## src/rtl/nand_host_pkg.sv

```systemverilog
// constants for the nand host controller
package nand_host_pkg;
	localparam logic [7:0] CMD_READ_SETUP   = 8'h00;
	localparam logic [7:0] CMD_READ_GO      = 8'h30;
	localparam logic [7:0] CMD_CPB_READ_GO  = 8'h35;
	localparam logic [7:0] CMD_CACHE_NEXT   = 8'h31;
	localparam logic [7:0] CMD_CACHE_LAST   = 8'h3f;
	localparam logic [7:0] CMD_COL_SETUP    = 8'h05;
	localparam logic [7:0] CMD_PLANE_SETUP  = 8'h06;
	localparam logic [7:0] CMD_COL_GO       = 8'he0;
	localparam logic [7:0] CMD_STATUS       = 8'h70;
	localparam logic [7:0] CMD_PROG_SETUP   = 8'h80;
	localparam logic [7:0] CMD_PROG_PLANE2T = 8'h81;
	localparam logic [7:0] CMD_CPB_PROG     = 8'h85;
	localparam logic [7:0] CMD_PLANE_NEXT   = 8'h11;
	localparam logic [7:0] CMD_PROG_GO      = 8'h10;
	localparam logic [7:0] CMD_CACHE_PROG   = 8'h15;
	localparam logic [7:0] CMD_ERASE_SETUP  = 8'h60;
	localparam logic [7:0] CMD_ERASE_PLANE  = 8'hd1;
	localparam logic [7:0] CMD_ERASE_GO     = 8'hd0;
	// operation codes on op_i
	localparam logic [3:0] OP_PAGE_READ     = 4'h0;
	localparam logic [3:0] OP_CACHE_SEQ     = 4'h1;
	localparam logic [3:0] OP_CACHE_RAND    = 4'h2;
	localparam logic [3:0] OP_CACHE_LAST    = 4'h3;
	localparam logic [3:0] OP_COL_CHANGE    = 4'h4;
	localparam logic [3:0] OP_PLANE_SELECT  = 4'h5;
	localparam logic [3:0] OP_TP_READ       = 4'h6;
	localparam logic [3:0] OP_TP_CPB_READ   = 4'h7;
	localparam logic [3:0] OP_TP_PROG       = 4'h8;
	localparam logic [3:0] OP_TP_CPB_PROG   = 4'h9;
	localparam logic [3:0] OP_TP_ERASE      = 4'ha;
	localparam logic [3:0] OP_STATUS        = 4'hb;
	localparam logic [3:0] OP_READ_DATA     = 4'hc;
	// status bits
	localparam int STAT_RDY_BIT  = 6;
	localparam int STAT_CRDY_BIT = 5;
	// pin timing, 25 MHz clock
	localparam int CLK_MHZ       = 25;
	localparam int T_STROBE_NS   = 40;
	localparam int STROBE_CYC    = (T_STROBE_NS * CLK_MHZ + 999) / 1000;
	localparam int MAX_STEPS     = 16;
	localparam logic [3:0] STEP_LAST = 4'hf;
endpackage

```

## src/rtl/nand_host_ctrl.sv

```systemverilog
// nand flash host controller: command sequencer and read data path
//
// How it works
// [RQ1] two-plane read sends 00h+addr, 00h+addr, then 30h or 35h
// [RQ2] plane select sends 06h, five address cycles, then E0h
// [RQ3] two-plane program sends 80h,11h,81h/80h, then 15h or 10h; bit 31 of c is always 0, so 10h is always sent
// [RQ4] two-plane copy-back program sends 85h,11h,81h/85h, then 10h
// [RQ5] two-plane erase sends 60h,60h,D0h or 60h,D1h,60h,D0h
// [RQ6] user keeps column changes inside the loaded page
// [RQ7] only defined command codes are ever sent
// [RQ8] user keeps copy-back source and target in one plane
// [RQ9] device starts with 00h latched; we still send 00h, harmless
// [RQ10] page read is 00h, five address cycles, 30h
// [RQ11] wait for ready high before read strobes
// [RQ12] after status poll, 00h is resent before data reads
// [RQ13] data bytes read one per strobe in sequence
// [RQ14] cache read uses 31h alone or 00h+five addresses+31h
// [RQ15] after cache request wait busy; data starts at column 0
// [RQ16] column change is 05h, two column cycles, E0h
// [RQ17] continuing cache requests are waited on as busy periods
// [RQ18] 3Fh ends cache read, waits on busy
// [RQ19] sequential cache read is a lone 31h
// [RQ20] status byte is returned so bits 6 and 5 can be read
// [RQ21] random cache read sends zero column bytes
// [RQ22] command bytes go out with cle high, latched on write rising edge
// [RQ23] address bytes go out with ale high, latched on write rising edge
// [RQ24] two column bytes, three row bytes, unused bits driven low
// [RQ25] one read strobe per byte, device advances the column
// [RQ26] new read-path commands wait for ready
`timescale 1ns/1ps
module nand_host_ctrl
	import nand_host_pkg::*;
#(
	parameter int COL_BITS = 12,
	parameter int ROW_BITS = 19,
	parameter bit ONFI     = 1'b0
) (
	input  wire logic                clk_i,
	input  wire logic                rst_n_i,
	input  wire logic                op_valid_i,
	input  wire logic [3:0]          op_i,
	input  wire logic [COL_BITS-1:0] col_i,
	input  wire logic [ROW_BITS-1:0] row_i,
	input  wire logic [ROW_BITS-1:0] row2_i,
	input  wire logic [15:0]         count_i,
	output logic                     op_ready_o,
	output logic                     done_o,
	output logic [7:0]               rd_data_o,
	output logic                     rd_valid_o,
	input  wire logic                rd_ready_i,
	output logic                     ce_n_o,
	output logic                     cle_o,
	output logic                     ale_o,
	output logic                     we_n_o,
	output logic                     read_strobe_low_o,
	output logic [7:0]               io_o,
	output logic                     io_oe_o,
	input  wire logic [7:0]          io_i,
	input  wire logic                ready_busy_output_i
);
	typedef enum logic [2:0] {
		S_IDLE  = 3'b000,
		S_SETUP = 3'b001,
		S_WEHI  = 3'b010,
		S_WAIT  = 3'b011,
		S_RELO  = 3'b100,
		S_REHI  = 3'b101,
		S_DONE  = 3'b110
	} state_e;
	typedef enum logic [1:0] {
		K_CMD  = 2'b00,
		K_ADDR = 2'b01,
		K_END  = 2'b10
	} kind_e;
	typedef struct packed {
		state_e      st;
		logic [3:0]  op;
		logic [3:0]  step;
		logic [7:0]  tmr;
		logic [15:0] left;
		logic [COL_BITS-1:0] col;
		logic [ROW_BITS-1:0] row;
		logic [ROW_BITS-1:0] row2;
		logic        busy_seen;
		logic        ce_n;
		logic        cle;
		logic        ale;
		logic        we_n;
		logic        re_n;
		logic [7:0]  io;
		logic        oe;
		logic        ready;
		logic        done;
		logic [7:0]  bdata;
		logic        bvalid;
	} ctl_s;
	ctl_s r_reg;
	ctl_s r_next;
	logic       buf_in_ready;
	logic [1:0] sk;
	logic [7:0] sb;
	logic [31:0] row_w;
	logic [31:0] row2_w;

	initial begin
		if (COL_BITS > 16 || ROW_BITS > 24 || COL_BITS < 1 || ROW_BITS < 1)
			$error("address widths exceed five address cycles");
	end

	assign row_w  = 32'(r_reg.row);
	assign row2_w = 32'(r_reg.row2);

	// address byte n of a five-cycle address, unused high bits low
	function automatic logic [7:0] addr_byte(input logic [31:0] c, input logic [31:0] r,
		input int n);
		logic [7:0] b;
		b = 8'h00;
		case (n)
			0: b = c[7:0];
			1: b = c[15:8];
			2: b = r[7:0];
			3: b = r[15:8];
			default: b = r[23:16];
		endcase
		return b;
	endfunction

	// step table: kind and byte of step s of operation o
	function automatic logic [9:0] step_of(input logic [3:0] o, input logic [3:0] s,
		input logic [31:0] c, input logic [31:0] r, input logic [31:0] r2);
		logic [1:0] k;
		logic [7:0] v;
		k = K_END;
		v = 8'h00;
		case (o)
			OP_PAGE_READ, OP_CACHE_RAND: begin
				if (s == 4'h0) begin
					k = K_CMD; v = CMD_READ_SETUP; // RQ10 RQ9
				end else if (s <= 4'h5) begin
					k = K_ADDR; // RQ24
					v = (o == OP_CACHE_RAND && s <= 4'h2) ? 8'h00 // RQ21
						: addr_byte(c, r, int'(s) - 1);
				end else if (s == 4'h6) begin
					k = K_CMD; // RQ14
					v = (o == OP_CACHE_RAND) ? CMD_CACHE_NEXT : CMD_READ_GO;
				end
			end
			OP_CACHE_SEQ: if (s == 4'h0) begin
				k = K_CMD; v = CMD_CACHE_NEXT; // RQ19
			end
			OP_CACHE_LAST: if (s == 4'h0) begin
				k = K_CMD; v = CMD_CACHE_LAST; // RQ18
			end
			OP_COL_CHANGE: begin
				if (s == 4'h0) begin
					k = K_CMD; v = CMD_COL_SETUP; // RQ16
				end else if (s <= 4'h2) begin
					k = K_ADDR; v = addr_byte(c, r, int'(s) - 1); // RQ6
				end else if (s == 4'h3) begin
					k = K_CMD; v = CMD_COL_GO;
				end
			end
			OP_PLANE_SELECT: begin
				if (s == 4'h0) begin
					k = K_CMD; v = CMD_PLANE_SETUP; // RQ2
				end else if (s <= 4'h5) begin
					k = K_ADDR; v = addr_byte(c, r, int'(s) - 1);
				end else if (s == 4'h6) begin
					k = K_CMD; v = CMD_COL_GO;
				end
			end
			OP_TP_READ, OP_TP_CPB_READ: begin
				if (s == 4'h0 || s == 4'h6) begin
					k = K_CMD; v = CMD_READ_SETUP; // RQ1
				end else if (s <= 4'h5) begin
					k = K_ADDR; v = addr_byte(c, r, int'(s) - 1);
				end else if (s <= 4'hb) begin
					k = K_ADDR; v = addr_byte(c, r2, int'(s) - 7);
				end else if (s == 4'hc) begin
					k = K_CMD;
					v = (o == OP_TP_READ) ? CMD_READ_GO : CMD_CPB_READ_GO;
				end
			end
			OP_TP_PROG, OP_TP_CPB_PROG: begin
				if (s == 4'h0) begin
					k = K_CMD; // RQ3 RQ4
					v = (o == OP_TP_PROG) ? CMD_PROG_SETUP : CMD_CPB_PROG;
				end else if (s <= 4'h5) begin
					k = K_ADDR; v = addr_byte(c, r, int'(s) - 1);
				end else if (s == 4'h6) begin
					k = K_CMD; v = CMD_PLANE_NEXT;
				end else if (s == 4'h7) begin
					k = K_CMD;
					v = !ONFI ? CMD_PROG_PLANE2T
						: ((o == OP_TP_PROG) ? CMD_PROG_SETUP : CMD_CPB_PROG);
				end else if (s <= 4'hc) begin
					k = K_ADDR; v = addr_byte(c, r2, int'(s) - 8); // RQ8
				end else if (s == 4'hd) begin
					k = K_CMD;
					v = (o == OP_TP_PROG && c[31]) ? CMD_CACHE_PROG : CMD_PROG_GO;
				end
			end
			OP_TP_ERASE: begin
				// RQ5 block address only: three row cycles per 60h
				if (s == 4'h0) begin
					k = K_CMD; v = CMD_ERASE_SETUP;
				end else if (s <= 4'h3) begin
					k = K_ADDR; v = addr_byte(c, r, int'(s) + 1);
				end else if (ONFI && s == 4'h4) begin
					k = K_CMD; v = CMD_ERASE_PLANE;
				end else if (s == (ONFI ? 4'h5 : 4'h4)) begin
					k = K_CMD; v = CMD_ERASE_SETUP;
				end else if (s >= (ONFI ? 4'h6 : 4'h5) && s <= (ONFI ? 4'h8 : 4'h7)) begin
					k = K_ADDR; v = addr_byte(c, r2, int'(s) - (ONFI ? 4 : 3));
				end else if (s == (ONFI ? 4'h9 : 4'h8)) begin
					k = K_CMD; v = CMD_ERASE_GO;
				end
			end
			OP_STATUS: if (s == 4'h0) begin
				k = K_CMD; v = CMD_STATUS; // RQ20
			end
			OP_READ_DATA: if (s == 4'h0) begin
				k = K_CMD; v = CMD_READ_SETUP; // RQ12
			end
			default: k = K_END; // RQ7
		endcase
		return {k, v};
	endfunction

	assign {sk, sb} = step_of(r_reg.op, r_reg.step,
		{ONFI ? 1'b0 : r_reg.col[0] & 1'b0, 31'(r_reg.col)}, row_w, row2_w);

	always_comb begin
		r_next = r_reg;
		r_next.done = 1'b0;
		r_next.bvalid = 1'b0;
		case (r_reg.st)
			S_IDLE: begin
				r_next.ce_n = 1'b1;
				if (op_valid_i && r_reg.ready) begin
					r_next.op    = op_i;
					r_next.col   = (op_i == OP_CACHE_SEQ || op_i == OP_CACHE_LAST) ? '0 : col_i;
					r_next.row   = row_i;
					r_next.row2  = row2_i;
					r_next.left  = count_i;
					r_next.step  = 4'h0;
					r_next.ready = 1'b0;
					r_next.ce_n  = 1'b0;
					r_next.st    = S_SETUP;
				end
			end
			S_SETUP: begin
				if (sk == K_END) begin
					r_next.cle = 1'b0;
					r_next.ale = 1'b0;
					r_next.oe  = 1'b0;
					r_next.tmr = 8'h00;
					r_next.busy_seen = 1'b0;
					r_next.st  = S_WAIT;
				end else begin
					r_next.cle  = (sk == K_CMD); // RQ22
					r_next.ale  = (sk == K_ADDR); // RQ23
					r_next.io   = sb;
					r_next.oe   = 1'b1;
					r_next.we_n = 1'b0;
					r_next.st   = S_WEHI;
				end
			end
			S_WEHI: begin
				r_next.we_n = 1'b1; // RQ22 RQ23
				r_next.step = r_reg.step + 4'h1;
				r_next.st   = S_SETUP;
			end
			S_WAIT: begin
				// RQ11 RQ15 RQ17 RQ26 wait at least STROBE_CYC + 2 cycles, then for ready high
				r_next.tmr = r_reg.tmr + 8'h01;
				if (!ready_busy_output_i)
					r_next.busy_seen = 1'b1;
				if (r_reg.tmr >= 8'(STROBE_CYC + 2) && ready_busy_output_i) begin
					r_next.st = (r_reg.left != 16'h0000 &&
						(r_reg.op == OP_STATUS || r_reg.op == OP_READ_DATA ||
						 r_reg.op == OP_CACHE_SEQ || r_reg.op == OP_CACHE_RAND ||
						 r_reg.op == OP_CACHE_LAST || r_reg.op == OP_PAGE_READ ||
						 r_reg.op == OP_COL_CHANGE || r_reg.op == OP_PLANE_SELECT))
						? S_RELO : S_DONE;
				end
			end
			S_RELO: begin
				// a byte still on its way to the buffer holds its place
				if (buf_in_ready && !r_reg.bvalid) begin
					r_next.re_n = 1'b0; // RQ25
					r_next.st   = S_REHI;
				end
			end
			S_REHI: begin
				r_next.re_n   = 1'b1; // RQ13
				r_next.bdata  = io_i;
				r_next.bvalid = 1'b1;
				r_next.left   = r_reg.left - 16'h0001;
				r_next.st     = (r_reg.left == 16'h0001) ? S_DONE : S_RELO;
			end
			S_DONE: begin
				r_next.done  = 1'b1;
				r_next.ready = 1'b1;
				r_next.ce_n  = 1'b1;
				r_next.st    = S_IDLE;
			end
			default: r_next.st = S_IDLE;
		endcase
	end

	always_ff @(posedge clk_i) begin
		if (!rst_n_i) begin
			r_reg       <= '0;
			r_reg.st    <= S_IDLE;
			r_reg.ce_n  <= 1'b1;
			r_reg.we_n  <= 1'b1;
			r_reg.re_n  <= 1'b1;
			r_reg.ready <= 1'b1;
		end else begin
			r_reg <= r_next;
		end
	end

	nand_word_buf #(
		.WIDTH(8)
	) u_buf (
		.clk_i      (clk_i),
		.rst_n_i    (rst_n_i),
		.in_data_i  (r_reg.bdata),
		.in_valid_i (r_reg.bvalid),
		.in_ready_o (buf_in_ready),
		.out_data_o (rd_data_o),
		.out_valid_o(rd_valid_o),
		.out_ready_i(rd_ready_i)
	);

	assign op_ready_o        = r_reg.ready;
	assign done_o            = r_reg.done;
	assign ce_n_o            = r_reg.ce_n;
	assign cle_o             = r_reg.cle;
	assign ale_o             = r_reg.ale;
	assign we_n_o            = r_reg.we_n;
	assign read_strobe_low_o = r_reg.re_n;
	assign io_o              = r_reg.io;
	assign io_oe_o           = r_reg.oe;
endmodule

```

## src/rtl/nand_word_buf.sv

```systemverilog
// two-entry buffer with valid/ready on both sides
`timescale 1ns/1ps
module nand_word_buf #(
	parameter int WIDTH = 8
) (
	input  wire logic             clk_i,
	input  wire logic             rst_n_i,
	input  wire logic [WIDTH-1:0] in_data_i,
	input  wire logic             in_valid_i,
	output logic                  in_ready_o,
	output logic      [WIDTH-1:0] out_data_o,
	output logic                  out_valid_o,
	input  wire logic             out_ready_i
);
	typedef struct packed {
		logic [1:0][WIDTH-1:0] mem;
		logic                  rd;
		logic                  wr;
		logic [1:0]            cnt;
	} buf_s;
	buf_s st_reg;
	buf_s st_next;
	logic push;
	logic pop;
	initial begin
		if (WIDTH < 1) $error("WIDTH must be positive");
	end
	assign push = in_valid_i && (st_reg.cnt != 2'h2);
	assign pop  = out_ready_i && (st_reg.cnt != 2'h0);
	always_comb begin
		st_next = st_reg;
		if (push) begin
			st_next.mem[st_reg.wr] = in_data_i;
			st_next.wr = ~st_reg.wr;
		end
		if (pop) begin
			st_next.rd = ~st_reg.rd;
		end
		st_next.cnt = st_reg.cnt + {1'b0, push} - {1'b0, pop};
	end
	always_ff @(posedge clk_i) begin
		if (!rst_n_i) begin
			st_reg <= '0;
		end else begin
			st_reg <= st_next;
		end
	end
	assign in_ready_o  = st_reg.cnt != 2'h2;
	assign out_valid_o = st_reg.cnt != 2'h0;
	assign out_data_o  = st_reg.mem[st_reg.rd];
endmodule
```

## config.mk

```make
export PLATFORM = sky130hd
export DESIGN_NAME = nand_host_ctrl
export DESIGN_NICKNAME = d
export VERILOG_FILES = /design/src/rtl/nand_host_pkg.sv /design/src/rtl/nand_host_ctrl.sv /design/src/rtl/nand_word_buf.sv
export SDC_FILE = /design/constraint.sdc
export NUM_CORES = 1
export LEC_CHECK = 0
export BUFFER_PORTS_ARGS = -buffer_cell sky130_fd_sc_hd__clkbuf_2
export CAP_MARGIN = 10
export CELL_PAD_IN_SITES_DETAIL_PLACEMENT = 0
export CELL_PAD_IN_SITES_GLOBAL_PLACEMENT = 1
export CORE_AREA = 5 5 179 181
export DETAILED_ROUTE_END_ITERATION = 7
export DIE_AREA = 0 0 184 186
export PLACE_DENSITY_LB_ADDON = 0.1
export SKIP_CTS_REPAIR_TIMING = 1
export SLEW_MARGIN = 30
export SYNTH_ARGS = -nofsm -noshare
export SYNTH_HDL_FRONTEND = slang
export SYNTH_SLANG_ARGS = --single-unit
```

## constraint.sdc

```tcl
create_clock -name clk_i -period 3.1 [get_ports clk_i]
set_input_delay 0.155 -clock clk_i [delete_from_list [all_inputs] [get_ports clk_i]]
set_output_delay 0.155 -clock clk_i [all_outputs]
set_load 0.02 [all_outputs]
```

==> results of run 1 <==
-- cell usage after synthesis (5+ instances only) --
cell / count / share of area (%)
sky130_fd_sc_hd__nand2_1: 178 / 9.0
sky130_fd_sc_hd__or4_1: 5 / 0.50
sky130_fd_sc_hd__nor3_1: 22 / 1.5
sky130_fd_sc_hd__o21ai_0: 41 / 2.8
sky130_fd_sc_hd__a31oi_1: 9 / 0.76
sky130_fd_sc_hd__a21oi_1: 115 / 7.7
sky130_fd_sc_hd__o31ai_1: 5 / 0.50
sky130_fd_sc_hd__o211ai_1: 10 / 1.0
sky130_fd_sc_hd__mux2i_1: 11 / 1.5
sky130_fd_sc_hd__nand3_1: 25 / 1.7
sky130_fd_sc_hd__and3_1: 6 / 0.50
sky130_fd_sc_hd__buf_1: 6 / 0.30
sky130_fd_sc_hd__a32oi_1: 6 / 0.71
sky130_fd_sc_hd__or3b_2: 5 / 0.59
sky130_fd_sc_hd__clkbuf_1: 67 / 3.4
sky130_fd_sc_hd__a211oi_1: 9 / 0.91
sky130_fd_sc_hd__or2_2: 6 / 0.50
sky130_fd_sc_hd__nor2b_1: 12 / 1.0
sky130_fd_sc_hd__inv_1: 24 / 1.2
sky130_fd_sc_hd__nand2b_1: 12 / 1.0
sky130_fd_sc_hd__nand3b_1: 6 / 0.61
sky130_fd_sc_hd__a22o_1: 13 / 1.5
sky130_fd_sc_hd__a311oi_1: 11 / 1.3
sky130_fd_sc_hd__nor4_1: 11 / 0.93
sky130_fd_sc_hd__and2_1: 5 / 0.42
sky130_fd_sc_hd__buf_4: 9 / 0.91
sky130_fd_sc_hd__a222oi_1: 18 / 2.4
sky130_fd_sc_hd__mux2_2: 11 / 1.7
sky130_fd_sc_hd__nor2_1: 74 / 3.7
sky130_fd_sc_hd__dfxtp_1: 130 / 35
sky130_fd_sc_hd__ha_1: 11 / 1.9
sky130_fd_sc_hd__a221oi_1: 13 / 1.5
sky130_fd_sc_hd__buf_2: 6 / 0.40
sky130_fd_sc_hd__a22oi_1: 17 / 1.7
sky130_fd_sc_hd__o22ai_1: 8 / 0.67
sky130_fd_sc_hd__nor3b_1: 5 / 0.50
-- layer usage --
layer | vias up | track usage [%] | routed length, um
li1 | 3906 | - | -
met4 | 0 | 4.73 | 598
met5 | - | 0 | 0
met3 | 44 | 3.40 | 1610
met1 | 3833 | 22.9 | 13700
met2 | 257 | 28.5 | 14300
-- worst max-delay path: cells and delay by family (launching register included) --
family                     cells  cell delay [ps]
and+or+nand+nor                2              690
DFF                            1              410
muxes                          1              320
AOI/OAI and AO/OA              4              930
adders and majority gates      1              210
buffers and inverters          2              300
-- metrics by stage --
| step | util [%] | total power, W | cell area, um^2 | worst slack [ps] | cells |
|---|---|---|---|---|---|
| 2_1_floorplan | - | 0.00240 | 7440 | 323 | 989 |
| 3_3_place_gp | 28.2 | 0.00273 | 8530 | 74.4 | 1454 |
| 3_5_place_dp | 28.2 | 0.00273 | 8530 | 48.2 | 1454 |
| 4_1_cts | 30.2 | 0.00494 | 9140 | 29.1 | 1486 |
| 5_1_grt | 31.9 | 0.00516 | 9670 | 11.4 | 1538 |
| 6_report | 31.9 | 0.00493 | 9670 | 130 | 1538 |
-- power groups by stage --
stage / clock network, W / registers, W / logic [W]
after floorplan: 0 / 0.00189 / 0.000519
after global placement: 0 / 0.00194 / 0.000794
after detailed placement: 0 / 0.00194 / 0.000787
after CTS: 0.00225 / 0.00190 / 0.000790
after global routing: 0.00231 / 0.00192 / 0.000925
final: 0.00220 / 0.00190 / 0.000833
-- worst paths after layout --
check | startpoint | end | slack, ps | cells past startpoint
setup / recovery | r_reg[101]$_SDFFE_PN0P_ | io_o[1]$_SDFFE_PN0P_ | 130 | 10
hold / removal | row_i[4] | r_reg[49]$_SDFFE_PN0P_ | -40 | 3
setup reg to reg | r_reg[101]$_SDFFE_PN0P_ | io_o[1]$_SDFFE_PN0P_ | 130 | 10
hold reg to reg | u_buf.st_reg[6]$_SDFFE_PN0P_ | u_buf.st_reg[6]$_SDFFE_PN0P_ | 450 | 2
-- kinds of logic (layout without fill, tap and decap cells) --
kind of cell,count (synthesis),in the layout
simple gates,388,388
compound gates,322,322
flops,130,130
buf+inv,113,266
mux,22,22
fa+ha+maj,11,11
xor+xnor,3,3
-- placed cells by master, fill, tap and decap left out, types with 12 or more instances in the layout --
cell / count
sky130_fd_sc_hd__a22oi_1: 17
sky130_fd_sc_hd__dlygate4sd3_1: 52
sky130_fd_sc_hd__clkbuf_16: 17
sky130_fd_sc_hd__nand2_1: 178
sky130_fd_sc_hd__a222oi_1: 18
sky130_fd_sc_hd__buf_4: 47
sky130_fd_sc_hd__a221oi_1: 13
sky130_fd_sc_hd__nand3_1: 25
sky130_fd_sc_hd__inv_1: 23
sky130_fd_sc_hd__nor3_1: 21
sky130_fd_sc_hd__nor2_1: 74
sky130_fd_sc_hd__o21ai_0: 41
sky130_fd_sc_hd__nor2b_1: 12
sky130_fd_sc_hd__clkbuf_2: 107
sky130_fd_sc_hd__a21oi_1: 115
sky130_fd_sc_hd__a22o_1: 13
sky130_fd_sc_hd__dfxtp_1: 129
sky130_fd_sc_hd__nand2b_1: 12
-- layout make-up --
cell class,instances,area (um^2)
fill,3302,20600
sequential,130,2600
clock inverter,15,189
multi-input combinational,746,4370
tap,396,495
inverter,24,91.3
clock buffer,17,425
timing repair buffer,210,1490
==> flow_metrics.env, run 1 <==
export IMPL_outcome="complete, but fails checks"
export IMPL_violations="negative hold slack"
export IMPL_powerDensity_nw_per_um2=510
export IMPL_diodes=0
export IMPL_synth_warning_count=0
export IMPL_timing_clock_skew_ps=10.1
export IMPL_initialDrtViolationCount=731
export IMPL_crit_path_cells="inv_1, ha_1, buf_4, or4_1, nand4_1, o21ai_1, mux2_2, a311oi_1, o311ai_0, a22o_1"
export IMPL_grt_max_degree=66
export IMPL_finalHoldWorstSlack_ps=-39.3
export IMPL_power_switching_w=0.00158
export IMPL_maximum_ir_drop_on_the_vdd_rail_mv=0.346
export IMPL_htree_levels=4
export IMPL_antenna_found_initial=0
export IMPL_synth_top_family_by_area="compound AO/OA/AOI/OAI gates"
export IMPL_timing_setup_tns_ps=0
export IMPL_vias_in_the_first_global_route=7616
export IMPL_xor_and_xnor_fraction_of_the_mapped_netlist_area_pct=0.353
export IMPL_grt_setup_unrepaired="no"
export IMPL_post_synth_num_cell_types=73
export IMPL_flow_area_growth_from_synthesis_pct=30.0
export IMPL_clock_power_share_pct=44.6
export IMPL_grt_first_pass_wirelength_mm=45.8
export IMPL_worstSetupStartpointType="flip-flop"
export IMPL_firstDrtPassIters=7
export IMPL_worst_slew_pin_transition_ps=859
export IMPL_hold_violations=7
export IMPL_cts_tree="done"
export IMPL_drc_errors=0
export IMPL_critPathMaxFanout=14
export IMPL_synthesis_instances=989
export IMPL_simple_logic_cell_fraction_of_the_synthesized_area_pct=24.2
export IMPL_min_path_type="input pin to flip-flop"
export IMPL_sequentialPowerShare_pct=38.5
export IMPL_fin_nets=1223
export IMPL_cp_data_required_time_ps=3420
export IMPL_crit_slowest_cell="sky130_fd_sc_hd__or4_1"
export IMPL_clock_insertion_delay_at_the_later_pin_of_the_skew_report_ps=430
export IMPL_top_level_ports=108
export IMPL_post_synth_instance_area_um2=7440
export IMPL_clock_sink_count=130
export IMPL_cts_reportedPaths_clkPinSlew_ps=70
export IMPL_die_area_um2=34200
export IMPL_die_height_um=186
export IMPL_tritoncts_num_buffers=17
export IMPL_fmax_ghz=0.337
export IMPL_cts_root_buf="sky130_fd_sc_hd__clkbuf_16"
export IMPL_globalRoute_totalOverflow=0
export IMPL_period_share_pct=95.8
export IMPL_floorplan_die_width_um=184
export IMPL_complex_gate_fraction_of_the_synthesized_area_pct=29.1
export IMPL_rows=64
export IMPL_synthArstFlopShare_pct=0
export IMPL_finalMaxSlewViolations=0
export IMPL_register_bit_total_from_synthesis=130
export IMPL_gpl_final_weighted_congestion=0.944
export IMPL_power_frac_comb_pct=16.9
export IMPL_criticalPathCategory="flip-flop to flip-flop"
export IMPL_largest_register_ff_count=94
export IMPL_layout_drive_gt1_share_pct=19.3
export IMPL_p_int_w=0.00335
export IMPL_synth_yosys_seq_area_share_pct=35.0
export IMPL_synth_mux_area_fraction_pct=3.15
export IMPL_avgSynthCellArea_um2=7.52
export IMPL_worst_ep_arrival_time_ps=3290
export IMPL_drv_cap=0
export IMPL_slew_headroom_pct=42.2
export IMPL_detailedPlacementHpwl_mm=22.2
export IMPL_mappedNetlistNets=1083
export IMPL_setup_violations_final=0
export IMPL_core_region_area_um2=30300
export IMPL_via_per_inst=5.23
export IMPL_timing_final_crit_period_ps=2970
export IMPL_count_of_flip_flops_with_a_built_in_enable_after_synthesis=0
export IMPL_critical_path_max_stage_delay_ps=550
export IMPL_route_antenna_remaining_nets=0
export IMPL_io_buffers=107
export IMPL_netSwitchingFraction_pct=32.1
export IMPL_worstSetupEndpointType="flip-flop"
export IMPL_synth_ff_type="sky130_fd_sc_hd__dfxtp_1"
export IMPL_postRouteWirelength_mm=30.2
export IMPL_global_route_usage_total_pct=17.2
export IMPL_routedWlPerCell_um=19.6
export IMPL_leakagePower_nw=3.71
export IMPL_clock_tree_buffer_depth=2
export IMPL_synth_fa_ha_area_share_pct=1.85
export IMPL_floorplan_initialDensity_pct=24.6
export IMPL_number_of_vias_after_detailed_routing=8040
(Power assumes the default switching activity.)
==> inputs of run 2 (changes only) <==
--- a/config.mk
+++ b/config.mk
@@ -5,14 +5,15 @@
 export SDC_FILE = /design/constraint.sdc
 export NUM_CORES = 1
 export LEC_CHECK = 0
-export BUFFER_PORTS_ARGS = -buffer_cell sky130_fd_sc_hd__clkbuf_2
 export CAP_MARGIN = 10
 export CELL_PAD_IN_SITES_DETAIL_PLACEMENT = 0
 export CELL_PAD_IN_SITES_GLOBAL_PLACEMENT = 1
 export CORE_AREA = 5 5 179 181
 export DETAILED_ROUTE_END_ITERATION = 7
 export DIE_AREA = 0 0 184 186
+export DONT_BUFFER_PORTS = 1
 export PLACE_DENSITY_LB_ADDON = 0.1
+export SETUP_SLACK_MARGIN = 0.05
 export SKIP_CTS_REPAIR_TIMING = 1
 export SLEW_MARGIN = 30
 export SYNTH_ARGS = -nofsm -noshare
==> run 2 against run 1 <==
Effect of this change:
- the flow still finishes with violations (negative hold slack)
- non-clock buffer count shrank 78
- first-iteration DRC count shrank 28%
- register-to-register slack gained 40 ps
- sequential share of layout area grew 0.85 points
- clock skew grew 1.8 ps
- sequential power is essentially flat
- via count shrank 4.4%
- largest power group unchanged
==> flow_metrics.env, run 2 (synthesis results as in run 1) <==
export IMPL_globalRoute_totalOverflow=0
export IMPL_power_switching_w=0.00155
export IMPL_postRouteWirelength_mm=29.9
export IMPL_worstSetupStartpointType="flip-flop"
export IMPL_core_region_area_um2=30300
export IMPL_diodes=0
export IMPL_grt_max_degree=66
export IMPL_layout_commonest_cell="sky130_fd_sc_hd__nand2_1"
export IMPL_detailedPlacementHpwl_mm=22.3
export IMPL_drc_errors=0
export IMPL_rows=64
export IMPL_cts_root_buf="sky130_fd_sc_hd__clkbuf_16"
export IMPL_largest_register_ff_count=94
export IMPL_cts_tree="done"
export IMPL_fmax_ghz=0.342
export IMPL_hold_violations=2
export IMPL_crit_reg2reg_capture="io_o[1]$_SDFFE_PN0P_"
export IMPL_timing_clock_skew_ps=11.9
export IMPL_whs_path_depth=2
export IMPL_grt_setup_unrepaired="no"
export IMPL_critPathLaunch="r_reg[102]$_SDFFE_PN0P_"
export IMPL_grt_first_pass_wirelength_mm=45.3
export IMPL_cp_data_required_time_ps=3480
export IMPL_io_buffers=0
export IMPL_clock_insertion_delay_at_the_later_pin_of_the_skew_report_ps=440
export IMPL_critical_path_max_stage_delay_ps=700
export IMPL_fill_cells=3337
export IMPL_seqCellArea_um2=2600
export IMPL_maximum_ir_drop_on_the_vdd_rail_mv=0.374
export IMPL_route_antenna_remaining_nets=0
export IMPL_floorplan_initialDensity_pct=24.6
export IMPL_violations="negative hold slack"
export IMPL_worst_ep_arrival_time_ps=3310
export IMPL_clock_power_share_pct=43.1
export IMPL_top_level_ports=108
export IMPL_tritoncts_num_buffers=17
export IMPL_initialDrtViolationCount=526
export IMPL_routedWlPerCell_um=20.5
export IMPL_cts_reportedPaths_clkPinSlew_ps=70
export IMPL_fin_total_pwr_w=0.00472
export IMPL_sequentialPowerShare_pct=40.6
export IMPL_number_of_vias_after_detailed_routing=7688
export IMPL_worst_slew_pin_transition_ps=864
export IMPL_criticalPathCategory="flip-flop to flip-flop"
export IMPL_layout_drive_gt1_share_pct=11.3
export IMPL_setup_violations_final=0
export IMPL_crit_slowest_cell="sky130_fd_sc_hd__dfxtp_1"
export IMPL_via_per_inst=5.27
export IMPL_leakagePower_nw=3.37
export IMPL_timing_final_crit_period_ps=2930
export IMPL_finalMaxSlewViolations=0
export IMPL_vias_in_the_first_global_route=7360
export IMPL_power_frac_comb_pct=16.3
export IMPL_critPathCapture="io_o[1]$_SDFFE_PN0P_"
export IMPL_reg2reg_setup_slack_ps=170
export IMPL_path_common_cell="sky130_fd_sc_hd__nor2_1"
export IMPL_die_area_um2=34200
export IMPL_fin_nets=1145
export IMPL_gpl_final_weighted_congestion=0.900
export IMPL_firstDrtPassIters=7
export IMPL_drv_cap=0
export IMPL_powerDensity_nw_per_um2=504
export IMPL_clock_tree_buffer_depth=2
export IMPL_p_int_w=0.00317
export IMPL_hp_start="count_i[7]"
export IMPL_slew_headroom_pct=42.2
export IMPL_netSwitchingFraction_pct=32.8
export IMPL_htree_levels=4
export IMPL_worstSetupEndpointType="flip-flop"
export IMPL_period_share_pct=94.4
export IMPL_finalHoldWorstSlack_ps=-50.6
export IMPL_outcome="complete, but fails checks"
export IMPL_crit_path_cells="buf_4, nor2_1, a21oi_1, o32a_1, nor2_1, mux2i_1, o311ai_0, a22o_1"
export IMPL_r2r_start="r_reg[102]$_SDFFE_PN0P_"
export IMPL_timing_setup_tns_ps=0
export IMPL_final_cell_mix="sky130_fd_sc_hd__nand2_1, sky130_fd_sc_hd__dfxtp_1, sky130_fd_sc_hd__a21oi_1, sky130_fd_sc_hd__nor2_1, sky130_fd_sc_hd__dlygate4sd3_1"
export IMPL_flow_area_growth_from_synthesis_pct=26.0
export IMPL_multiInputGateArea_um2=4370
export IMPL_min_path_type="input pin to flip-flop"
export IMPL_critPathMaxFanout=16
export IMPL_die_height_um=186
export IMPL_reg2reg_depth=8
export IMPL_antenna_found_initial=0
export IMPL_floorplan_die_width_um=184
export IMPL_global_route_usage_total_pct=17.2
export IMPL_clock_sink_count=130
[run 2: cell count changes in the layout (fill, tap and decap cells not counted), sizes merged]
cell and change:
clkinv +4, bufinv -2, dlygate4sd3 +22, clkbuf -107, buf +7, clkinvlp -1
inv -1
[run 2: how the worst min path moves through the flow]
stage	to
detailed placement	ce_n_o$_SDFFE_PN1P_
finish	r_reg[83]$_SDFFE_PN0P_
global placement	ce_n_o$_SDFFE_PN1P_
CTS	ce_n_o$_SDFFE_PN1P_
floorplan	r_reg[63]$_SDFFE_PN0P_
global route	r_reg[85]$_SDFFE_PN0P_
[run 2: final cells by class]
class                      count  share of cell area [%]
sequential                   130                    27.8
clock inverter                15                    1.76
clock buffer                  17                    4.54
inverter                      24                   0.975
timing repair buffer         132                    13.0
multi-input combinational    746                    46.7
tap                          396                    5.29
[run 2: worst max-delay path: cells and delay by family (launching register included)]
kind            cells  cell delay, ps
flops               1             700
buf+inv             1             300
compound gates      4            1420
mux                 1             190
simple gates        2             260
[run 2: stage by stage]
step                      setup slack, ps  hold slack (ps)  utilization [%]  area [um^2]  cells
after floorplan                       323              291                -         7440    989
after global placement                197              231             26.5         8030   1354
after detailed placement              242              231             26.5         8030   1354
after CTS                             231             -222             28.5         8620   1386
after global routing                 62.3             1.52             30.9         9370   1460
final                                 174            -50.6             30.9         9370   1460
[run 2: routing by layer]
metal  up-vias  global-route usage, %  part of all wire (%)
met5         -                      0                     0
met4         0                   5.12                   2.2
met3        37                   4.28                   5.1
met2       224                   28.1                    47
met1      3682                   22.4                    46
li1       3745                      -                     -
[run 2: power by group through the flow]
| stage | Combinational [W] | Sequential, W | Clock, W |
|---|---|---|---|
| floorplan | 0.000519 | 0.00189 | 0 |
| global placement | 0.000706 | 0.00196 | 0 |
| detailed placement | 0.000696 | 0.00195 | 0 |
| CTS | 0.000697 | 0.00192 | 0.00211 |
| global route | 0.000865 | 0.00193 | 0.00217 |
| finish | 0.000772 | 0.00192 | 0.00203 |
